**config.mk**
```make
export PLATFORM = sky130hd
export DESIGN_NAME = cwcs_config_word
export DESIGN_NICKNAME = d
export VERILOG_FILES = /design/src/inc/cwcs_pkg.sv /design/src/design/cwcs_config_word.sv /design/src/design/cwcs_quarter_div.sv
export VERILOG_INCLUDE_DIRS = /design/src /design/src/inc
export SDC_FILE = /design/constraint.sdc
export NUM_CORES = 1
export LEC_CHECK = 0
export BUFFER_PORTS_ARGS = -buffer_cell sky130_fd_sc_hd__buf_2
export CORE_MARGIN = 5
export CORE_UTILIZATION = 50
export CTS_CLUSTER_DIAMETER = 100
export DETAILED_ROUTE_END_ITERATION = 7
export GPL_ROUTABILITY_DRIVEN = 1
export PLACE_DENSITY = 0.84
export SYNTH_ARGS = -nofsm -noshare
export SYNTH_HDL_FRONTEND = slang
export SYNTH_SLANG_ARGS = --single-unit
```
**constraint.sdc**
```tcl
create_clock -name ref_clk -period 3.4 [get_ports ref_clk]
set_clock_uncertainty 0.05 [all_clocks]
set_input_delay 0 -clock ref_clk [delete_from_list [all_inputs] [get_ports ref_clk]]
set_output_delay 0 -clock ref_clk [all_outputs]
set_load 0.02 [all_outputs]
```
**src/inc/cwcs_defs.svh**
```systemverilog
// Overview of operation
// - Configuration word sits at 2007h; programmed bits read 0, unprogrammed read 1.
// - Space 2000h-3FFFh is reachable only in programming mode, never by instructions.
// - Bits 13-12 trim bandgap; 00 lowest, 11 highest reference voltage.
// - Bits 11-9 are unimplemented and always read back as zero.
// - Bit 8 low turns data memory protection on; high leaves it off.
// - Turning data protection off erases the whole data EEPROM array.
// - Bit 7 low turns program memory protection on; high leaves it off.
// - Turning program protection off erases program memory including trim word.
// - Bit 6 high enables the brown-out detector, low disables it.
// - Brown-out enable never turns on the power-up timer by itself.
// - Bit 5 high makes pin master reset; low makes it I/O, reset tied high.
// - Master reset asserted in internal or RC mode stops the internal oscillator.
// - Bit 4 high disables the power-up timer, low enables it.
// - Bit 3 high enables the watchdog timer, low disables it.
// - Codes 111/110 select RC oscillator; output pin quarter clock or I/O.
// - Codes 101/100 select internal oscillator, input pin I/O; output clock or I/O.
// - Code 011 takes an external clock on the input pin, output pin I/O.
// - Codes 010/001/000 select fast, standard, low-power crystal, both pins used.
// - Crystal modes also accept an external clock driven onto the input pin.
// - RC and internal modes let output pin be I/O or oscillator divided by four.
// - Trimmed internal oscillator supplies a nominal 4 MHz system clock.
// - Last program word holds return-literal with trim; software loads trim register.
`ifndef CWCS_DEFS_SVH
`define CWCS_DEFS_SVH
`define CWCS_CFG_ADDR 14'h2007
`define CWCS_CFG_SPACE_LO 14'h2000
`define CWCS_CFG_SPACE_HI 14'h3FFF
`define CWCS_CFG_ERASED 14'h3FFF
`define CWCS_CFG_IMPL_MASK 14'h31FF
`define CWCS_BG_HI 13
`define CWCS_BG_LO 12
`define CWCS_DPROT_BIT 8
`define CWCS_PPROT_BIT 7
`define CWCS_BOD_BIT 6
`define CWCS_RSTPIN_BIT 5
`define CWCS_POWERUP_TIMER_BIT 4
`define CWCS_WDT_BIT 3
`define CWCS_OSC_HI 2
`define CWCS_OSC_LO 0
`define CWCS_INTERNAL_RC_OSC_KHZ 4000
`define CWCS_ERASE_NS 2000
`define CWCS_CLK_MHZ 50
`define CWCS_ERASE_CYC ((`CWCS_ERASE_NS * `CWCS_CLK_MHZ + 999) / 1000)
`define CWCS_TRIM_RESET 8'h80
`endif

```
**src/inc/cwcs_pkg.sv**
```systemverilog
package cwcs_pkg;
    typedef enum logic [2:0] {
        CWCS_OSC_LP = 3'b000,
        CWCS_OSC_XT = 3'b001,
        CWCS_OSC_HS = 3'b010,
        CWCS_OSC_EC = 3'b011,
        CWCS_OSC_INT_IO = 3'b100,
        CWCS_OSC_INT_CLK = 3'b101,
        CWCS_OSC_RC_IO = 3'b110,
        CWCS_OSC_RC_CLK = 3'b111
    } cwcs_osc_e;
    typedef enum logic [1:0] {
        CWCS_SRC_CRYSTAL = 2'b00,
        CWCS_SRC_EXT = 2'b01,
        CWCS_SRC_INTERNAL = 2'b10,
        CWCS_SRC_RC = 2'b11
    } cwcs_src_e;
    typedef enum logic [1:0] {
        CWCS_ST_IDLE = 2'b00,
        CWCS_ST_ERASE = 2'b01,
        CWCS_ST_WRITE = 2'b10
    } cwcs_st_e;
endpackage

```
**src/design/cwcs_config_word.sv**
```systemverilog
`timescale 1ns/1ps
`include "cwcs_defs.svh"
module cwcs_config_word
    import cwcs_pkg::*;
#(
    parameter int ERASE_CYC = `CWCS_ERASE_CYC
) (
    input wire logic ref_clk,
    input wire logic rstn,
    input wire logic clk_en,
    input wire logic prog_mode,
    input wire logic [13:0] prog_addr,
    input wire logic [13:0] prog_wdata,
    input wire logic prog_wr,
    input wire logic prog_rd,
    output logic [13:0] prog_rdata,
    output logic prog_rvalid,
    output logic prog_busy,
    input wire logic core_cfg_access,
    output logic core_cfg_denied,
    input wire logic sw_trim_wr,
    input wire logic [7:0] sw_trim_data,
    output logic [7:0] osc_trim_reg,
    output logic erase_data_array,
    output logic erase_program_array,
    input wire logic master_reset_pin_n,
    output logic reset_pin_as_io,
    output logic core_reset_n,
    output logic [1:0] bandgap_trim,
    output logic data_protect_n,
    output logic program_protect_n,
    output logic brownout_detect_en,
    output logic powerup_timer_en,
    output logic watchdog_en,
    output logic [2:0] osc_select,
    output logic [1:0] clk_source,
    output logic internal_rc_osc_run,
    output logic osc_in_pin_as_io,
    output logic osc_out_pin_as_io,
    output logic osc_out_clk_en,
    output logic quarter_clock_out
);
    // Blank parts ship erased, so every bit starts unprogrammed
    logic [13:0] cfg_q = `CWCS_CFG_ERASED;
    logic [13:0] cfg_d;
    logic [13:0] live_q;
    cwcs_st_e st_q;
    logic [15:0] cnt_q;
    logic [13:0] pend_q;
    logic erase_d_q;
    logic erase_p_q;
    logic hit_cfg;
    logic quarter;

    function automatic logic in_cfg_space(input logic [13:0] a);
        in_cfg_space = (a >= `CWCS_CFG_SPACE_LO) && (a <= `CWCS_CFG_SPACE_HI);
    endfunction

    // Programmer path only; core fetches never see this space
    assign hit_cfg = prog_mode && (prog_addr == `CWCS_CFG_ADDR);
    assign core_cfg_denied = core_cfg_access;
    assign cfg_d = prog_wdata & `CWCS_CFG_IMPL_MASK;

    // Stored word; reset leaves the nonvolatile value intact
    always_ff @(posedge ref_clk) begin
        if (clk_en && st_q == CWCS_ST_WRITE) begin
            cfg_q <= pend_q;
        end
    end

    always_ff @(posedge ref_clk) begin
        if (!rstn) begin
            st_q <= CWCS_ST_IDLE;
            cnt_q <= 16'h0;
            pend_q <= `CWCS_CFG_IMPL_MASK;
            erase_d_q <= 1'b0;
            erase_p_q <= 1'b0;
        end else if (clk_en) begin
            case (st_q)
                CWCS_ST_IDLE: begin
                    erase_d_q <= 1'b0;
                    erase_p_q <= 1'b0;
                    if (prog_wr && hit_cfg) begin
                        pend_q <= cfg_d;
                        // Clearing protection wipes the protected array first
                        erase_d_q <= !cfg_q[`CWCS_DPROT_BIT] &&
                            cfg_d[`CWCS_DPROT_BIT];
                        erase_p_q <= !cfg_q[`CWCS_PPROT_BIT] &&
                            cfg_d[`CWCS_PPROT_BIT];
                        cnt_q <= 16'(ERASE_CYC);
                        st_q <= CWCS_ST_ERASE;
                    end
                end
                CWCS_ST_ERASE: begin
                    if (cnt_q <= 16'h1) begin
                        st_q <= CWCS_ST_WRITE;
                    end else begin
                        cnt_q <= cnt_q - 16'h1;
                    end
                end
                CWCS_ST_WRITE: begin
                    erase_d_q <= 1'b0;
                    erase_p_q <= 1'b0;
                    st_q <= CWCS_ST_IDLE;
                end
                default: st_q <= CWCS_ST_IDLE;
            endcase
        end
    end

    assign prog_busy = (st_q != CWCS_ST_IDLE);
    assign erase_data_array = erase_d_q && st_q == CWCS_ST_ERASE;
    assign erase_program_array = erase_p_q && st_q == CWCS_ST_ERASE;

    always_ff @(posedge ref_clk) begin
        if (!rstn) begin
            prog_rdata <= 14'h0;
            prog_rvalid <= 1'b0;
        end else if (clk_en) begin
            prog_rvalid <= prog_rd && prog_mode;
            if (prog_rd && hit_cfg) begin
                prog_rdata <= cfg_q & `CWCS_CFG_IMPL_MASK;
            end else if (prog_rd && in_cfg_space(prog_addr)) begin
                prog_rdata <= 14'h0;
            end
        end
    end

    // Fields captured only while reset is held, frozen afterwards
    always_ff @(posedge ref_clk) begin
        if (clk_en && !rstn) begin
            live_q <= cfg_q & `CWCS_CFG_IMPL_MASK;
        end
    end

    // Trim wiped along with program memory, reloaded by software
    always_ff @(posedge ref_clk) begin
        if (!rstn) begin
            osc_trim_reg <= `CWCS_TRIM_RESET;
        end else if (clk_en) begin
            if (erase_program_array) begin
                osc_trim_reg <= 8'hFF;
            end else if (sw_trim_wr) begin
                osc_trim_reg <= sw_trim_data;
            end
        end
    end

    assign bandgap_trim = live_q[`CWCS_BG_HI:`CWCS_BG_LO];
    assign data_protect_n = live_q[`CWCS_DPROT_BIT];
    assign program_protect_n = live_q[`CWCS_PPROT_BIT];
    assign brownout_detect_en = live_q[`CWCS_BOD_BIT];
    // Timer follows only its own bit, not brown-out enable
    assign powerup_timer_en = !live_q[`CWCS_POWERUP_TIMER_BIT];
    assign watchdog_en = live_q[`CWCS_WDT_BIT];
    assign osc_select = live_q[`CWCS_OSC_HI:`CWCS_OSC_LO];
    assign reset_pin_as_io = !live_q[`CWCS_RSTPIN_BIT];
    assign core_reset_n = reset_pin_as_io ? 1'b1 : master_reset_pin_n;

    always_comb begin
        case (cwcs_osc_e'(osc_select))
            CWCS_OSC_RC_CLK, CWCS_OSC_RC_IO: clk_source = CWCS_SRC_RC;
            CWCS_OSC_INT_CLK, CWCS_OSC_INT_IO:
                clk_source = CWCS_SRC_INTERNAL;
            CWCS_OSC_EC: clk_source = CWCS_SRC_EXT;
            // Crystal modes also take a driven clock on the input pin
            default: clk_source = CWCS_SRC_CRYSTAL;
        endcase
    end

    assign osc_in_pin_as_io = (clk_source == CWCS_SRC_INTERNAL);
    assign osc_out_pin_as_io = (osc_select == CWCS_OSC_RC_IO) ||
        (osc_select == CWCS_OSC_INT_IO) || (osc_select == CWCS_OSC_EC);
    assign osc_out_clk_en = (osc_select == CWCS_OSC_RC_CLK) ||
        (osc_select == CWCS_OSC_INT_CLK);
    // Oscillator halts while core_reset_n is low (pin used as master reset) in RC or internal modes
    assign internal_rc_osc_run = !(core_reset_n == 1'b0 &&
        (clk_source == CWCS_SRC_RC || clk_source == CWCS_SRC_INTERNAL));

    cwcs_quarter_div u_div (
        .ref_clk(ref_clk),
        .rstn(rstn),
        .clk_en(clk_en),
        .run(osc_out_clk_en && internal_rc_osc_run),
        .quarter(quarter)
    );
    assign quarter_clock_out = quarter;
endmodule // cwcs_config_word

```
**src/design/cwcs_quarter_div.sv**
```systemverilog
`timescale 1ns/1ps
// Fosc/4 output, one toggle every two enabled cycles
module cwcs_quarter_div (
    input wire logic ref_clk,
    input wire logic rstn,
    input wire logic clk_en,
    input wire logic run,
    output logic quarter
);
    logic [1:0] cnt_q;

    always_ff @(posedge ref_clk) begin
        if (!rstn) begin
            cnt_q <= 2'h0;
        end else if (clk_en) begin
            if (run) begin
                cnt_q <= cnt_q + 2'h1;
            end else begin
                cnt_q <= 2'h0;
            end
        end
    end

    always_ff @(posedge ref_clk) begin
        if (!rstn) begin
            quarter <= 1'b0;
        end else if (clk_en) begin
            quarter <= run & cnt_q[1];
        end
    end
endmodule // cwcs_quarter_div

```
Yosys cells after proc, flatten, opt, wreduce, memory -nomap -nowiden. Index checks and enable logic that the tools add are counted.

Bits in read-only memories: 0. Register bits after elaboration: 79. Output and inout bits: 46. RAM bits: 0. Input port bits: 45. Bits in latches: 0. Memories: 0.

Multiply operators: 0. $lt $le $gt $ge: 3. Equality and inequality tests: 13. Reductions and logical operators: 38. Shift operators: 0. Div/mod/pow operators: 0. Bitwise logic cells: 2. Add/sub/neg operators: 2. Mux-type cells: 17.

Operator list (number): 2-to-1 mux 16 bit (2); one-hot mux 16 bit (2 select lines) (1); 2-to-1 mux 14 bit (2); <= comparator 16 x 1 -> 1 bit, second input constant (1); 2-to-1 mux 8 bit (2); subtractor 16 x 1 -> 16 bit, second input constant (1); equality test 14 bit, second input constant (1); greater-or-equal comparator 14 bit, second input constant (1); <= comparator 14 bit, second input constant (1); logical AND 1 bit (14); equality test 3 bit, second input constant (4); nonzero test 2 bit (5); equality test 2 bit, second input constant (3); logical NOT 1 bit (6); 2-to-1 mux 2 bit (3); != test 2 bit, second input constant (3); one-hot mux 2 bit (3 select lines) (1); AND reduction 2 bit (3); AND reduction 3 bit (2); logical OR 1 bit (4); one-hot mux 1 bit (2 select lines) (2); one-hot mux 2 bit (2 select lines) (1); AND reduction 4 bit (1); OR reduction 2 bit (2); other kinds (7) (9).

Longest topological paths before layout.
Depth after elaboration: 9. Gate-level depth with buffers: 9. Mapped depth without buffers: 8.

Hierarchy. From an unflattened synthesis, not the netlist that was laid out.

Cell total of the unflattened synthesis: 304. Area, all modules: 3129.3 µm².

Modules (own cells, without submodules): cwcs_config_word (sequential area each 1681.6 µm², area each 2995.4 µm², cells an instance 290, instances 1); cwcs_quarter_div (sequential area each 60.1 µm², area each 133.9 µm², cells an instance 14, instances 1).

Least setup slack after synthesis. OpenSTA, ideal clock, no wires.

Kind: register to register. From: reg cnt_q[5]. To: reg cnt_q[6]. Clock period less this slack: 1.927 ns. Setup time: 0.120 ns. Required time: 3.230 ns. Cell stages (with the launch flop): 8. Setup slack: 1.473 ns. Arrival: 1.757 ns. Path buffers: 1. Cells stage by stage: dfxtp_1 -> or4_4 -> nor3_4 -> nand4_2 -> buf_6 -> nand3_4 -> nor4_1 -> o31a_1.

Word-level cells in the longest chain between the ends: 3.

Ends and longest elaborated chain: from (decl) (RTL line cwcs_config_word.sv:48) `logic [15:0] cnt_q;`; from (signal assigned) (RTL line cwcs_config_word.sv:90) `cnt_q <= 16'(ERASE_CYC);`; from (signal assigned) (RTL line cwcs_config_word.sv:98) `cnt_q <= cnt_q - 16'h1;`; subtractor 16 x 1 -> 16 bit or <= comparator 16 x 1 -> 1 bit (tied branches) (RTL line cwcs_config_word.sv:98, cwcs_config_word.sv:95); 2-to-1 mux 16 bit or != test 2 bit (tied branches); one-hot mux 16 bit (2 select lines) or AND reduction 4 bit (tied branches).

Several ways; a longest one is shown, not always the timed one. The select of a mux whose other input is x is not followed. A chain may end at the register's enable or synchronous reset.

Worst setup path in the final report.
From: reg st_q[0]. To: reg cnt_q[14].

Word-level cells in the longest chain between the ends: 3.

Ends and longest elaborated chain: from (decl) (RTL line cwcs_config_word.sv:47) `cwcs_st_e st_q;`; from (signal assigned) (RTL line cwcs_config_word.sv:73) `st_q <= CWCS_ST_IDLE;`; from (signal assigned) (RTL line cwcs_config_word.sv:91) `st_q <= CWCS_ST_ERASE;`; from (signal assigned) (RTL line cwcs_config_word.sv:96) `st_q <= CWCS_ST_WRITE;`; equality test 2 x 1 -> 1 bit or logical NOT 2 bit (tied branches) (RTL line cwcs_config_word.sv:79) `case (st_q)`; != test 2 bit (no source line) or nonzero test 2 bit (tied branches); AND reduction 4 bit (no source line).

Several ways; a longest one is shown, not always the timed one.

==> flow_metrics.py <==
metrics = {
    "sta": {
        "finalCritPeriodShare_pct": 68.0,
        "slew_headroom_pct": 39.5,
        "grt_setup_unrepaired": "false",
        "setup_violations": 0,
        "max_freq_mhz": 432,
        "tightest_slew_ns": 0.905,
        "finalCriticalPeriod_ns": 2.31,
        "hold-worst-slack_ns": 0.0327,
        "setup_tns_ns": 0,
        "hold_viol_final": 0,
        "slew_violations": 0,
    },
    "logic_synthesis": {
        "synthesis.area_mm2": 0.00312,
        "synth_area_per_cell_um2": 10.4,
        "synth_top_cells_by_area": "dfxtp_1 35%, edfxtp_1 21%, nand2_1 3.6%",
        "synth_cell_type_count": 46,
        "yosysWarnings": 0,
        "synth_top_cell_by_area": "dfxtp_1",
        "ys_seq_elements": 76,
        "yosys_most_used_dff": "dfxtp_1",
        "synth_top_area_share_pct": 34.6,
        "syn_inst": 299,
        "synth_seq_area_share_pct": 55.8,
        "async_flop_share_pct": 0,
        "synth_edf_count": 22,
    },
    "cts": {
        "insertion_delay_ns": 0.34,
        "clockRootBuffer": "clkbuf_8",
        "cts_tree": "built",
        "clk_path_buf_depth": 2,
        "clkSinkCount": 76,
        "htreeDepth": 3,
        "clk_pin_slew_worst_paths_ns": 0.08,
        "numCtsBuffers": 9,
        "postCtsSetupBuffers": 0,
        "cts_hold_repair.buffers": 22,
        "ctsResizeCount": 0,
    },
    "power_and_ir_drop": {
        "clockPowerShare_pct": 34.9,
        "p_switching_w": 0.000377,
        "power_leakage_nw": 1.64,
        "seqPwrFrac_pct": 57.9,
        "p_comb_share_pct": 7.2,
        "power.density_mw_per_mm2": 419,
        "ir_drop_uv": 263,
        "p_int_w": 0.00125,
        "swShare_pct": 23.1,
    },
    "status": {
        "status": "complete, no violations",
    },
    "grt": {
        "grt_overflow_total": 0,
        "grtUsageMet1_pct": 22.2,
        "grt_pass1_vias": 2334,
        "use_met3_pct": 5.16,
        "grt_use_total_pct": 17.9,
        "grt_max_degree": 47,
        "top_usage_layer": "met2",
        "grt_pass1_wl_mm": 10.8,
        "antenna_found_initial": 0,
        "use_met2_pct": 29.4,
    },
    "die": {
        "ioPinCount": 91,
        "die-area_mm2": 0.00793,
        "die_y_um": 89.0,
        "core.rowCount": 28,
        "core_area_mm2": 0.00599,
        "initial_core_util_pct": 52.1,
        "dieWidth_um": 89.0,
    },
    "place": {
        "io_buffers": 82,
        "dp_hpwl_mm": 4.67,
        "place_inst": 435,
        "gp_congestion": 0.809,
        "postPlaceCellArea_mm2": 0.00351,
    },
    "critical_path": {
        "arrival_ns": 2.55,
        "path_max_fanout": 15,
        "reg2reg_slack_ns": 1.09,
        "end_kind": "flip-flop",
        "required_ns": 3.63,
        "worst-r2r-cell-count": 6,
        "reg2reg_from": "st_q[0]",
        "crit_path_start_kind": "flip-flop",
        "r2r_end": "cnt_q[14]",
        "critPathKind": "reg -> reg",
    },
    "hold_path": {
        "whs_endpoint": "st_q[1]",
        "hold_depth": 3,
        "hold_class": "in -> reg",
        "hp-start": "clk_en",
    },
    "job": {
        "cap_viol_max_count": 0,
    },
    "detailed_routing": {
        "via_per_inst": 5.37,
        "drc_errors": 0,
        "drt_pass1_iterations": 4,
        "ant_nets": 0,
        "dr_total_vias": 2536,
        "drt-total-wl_mm": 7.01,
        "avgRoutedWirePerCell_um": 14.8,
        "drt_iter0_drc": 187,
    },
    "finish": {
        "final_util_pct": 64.9,
        "regMostFlops": "cnt_q",
        "antennaDiodeCount": 0,
        "fin_nets": 440,
        "design_area_mm2": 0.00389,
        "drive_gt1_share_pct": 28.5,
        "largest_register_ffs": 16,
        "syn_to_final_growth_pct": 24.6,
        "stdcell_count": 472,
    },
}
area by class of cell:
cell class | instances | area, um2
sequential | 76 | 1740
clock buffer | 10 | 128
fill | 484 | 2100
clock inverter | 5 | 31.3
multi-input combinational | 192 | 1220
tap | 75 | 93.8
inverter | 8 | 30.0
timing repair buffer | 106 | 646
logic make-up after synthesis:
group | count (synthesis) | synth area share, %
flip-flops | 76 | 55.8
XOR/XNOR | 8 | 2.24
other | 1 | 0.120
adder cells (fa/ha/maj) | 2 | 0.801
AO/OA/AOI/OAI | 45 | 10.9
multiplexers | 3 | 0.962
buffers and inverters | 33 | 5.41
AND/OR/NAND/NOR | 131 | 23.8
layer usage:
layer	vias up	part of all wire, %
li1	1242	-
met1	1162	41
met2	116	47
met3	16	10
met4	0	1.8
met5	-	0
critical path, stage by stage (launching register included):
cell and delay, ns:
dfxtp_1 0.42, inv_1 0.12, nand2_1 0.16, or3_1 0.47, nand2_1 0.36, or4_1 0.59, nand2_1 0.09
worst max path at each step:
stage	start	to	slack, ns	cells after the start
finish	st_q[0]	cnt_q[14]	1.09	6
floorplan	cnt_q[5]	cnt_q[6]	1.47	7
CTS	st_q[0]	cnt_q[14]	1.10	6
global route	st_q[0]	cnt_q[14]	0.88	6
detailed placement	st_q[0]	cnt_q[14]	1.11	6
global placement	st_q[0]	cnt_q[14]	1.12	6
power by group through the flow:
stage | logic [W] | registers (W) | clock network (W)
floorplan | 0.0000508 | 0.000973 | 0
global placement | 0.0000941 | 0.000964 | 0
detailed placement | 0.0000964 | 0.000963 | 0
CTS | 0.000116 | 0.000943 | 0.000580
global route | 0.000126 | 0.000944 | 0.000620
finish | 0.000117 | 0.000944 | 0.000570
layout by cell type, fill, tap and decap left out, types with 8 or more instances in the layout:
cell type,instances
a22oi_1,11
buf_2,82
clkbuf_8,9
dfxtp_1,54
dlygate4sd3_1,22
edfxtp_1,22
inv_1,8
nand2_1,30
nand3_1,19
nand4_1,8
nor2_1,16
nor2b_1,18
xor2_1,8
metrics by stage:
stage	setup slack, ns	power, W
CTS	1.10	0.00164
floorplan	1.47	0.00102
global placement	1.12	0.00106
finish	1.09	0.00163
detailed placement	1.11	0.00106
global route	0.885	0.00169
synth_stat cells (4+ instances only):
library cell  instances
nor4_1                4
nor2_1               16
edfxtp_1             22
a22oi_1              11
a21boi_1              4
buf_4                10
nand3_1              19
and2_1                5
a21oi_1               7
nand2_1              30
inv_1                 8
o221a_2               7
clkbuf_1             14
o21ai_0               4
nor2b_1              18
or3_1                 4
xor2_1                8
dfxtp_1              54
nand4_1               8
nand2b_1              5
Power figures use the tool's default switching activity.
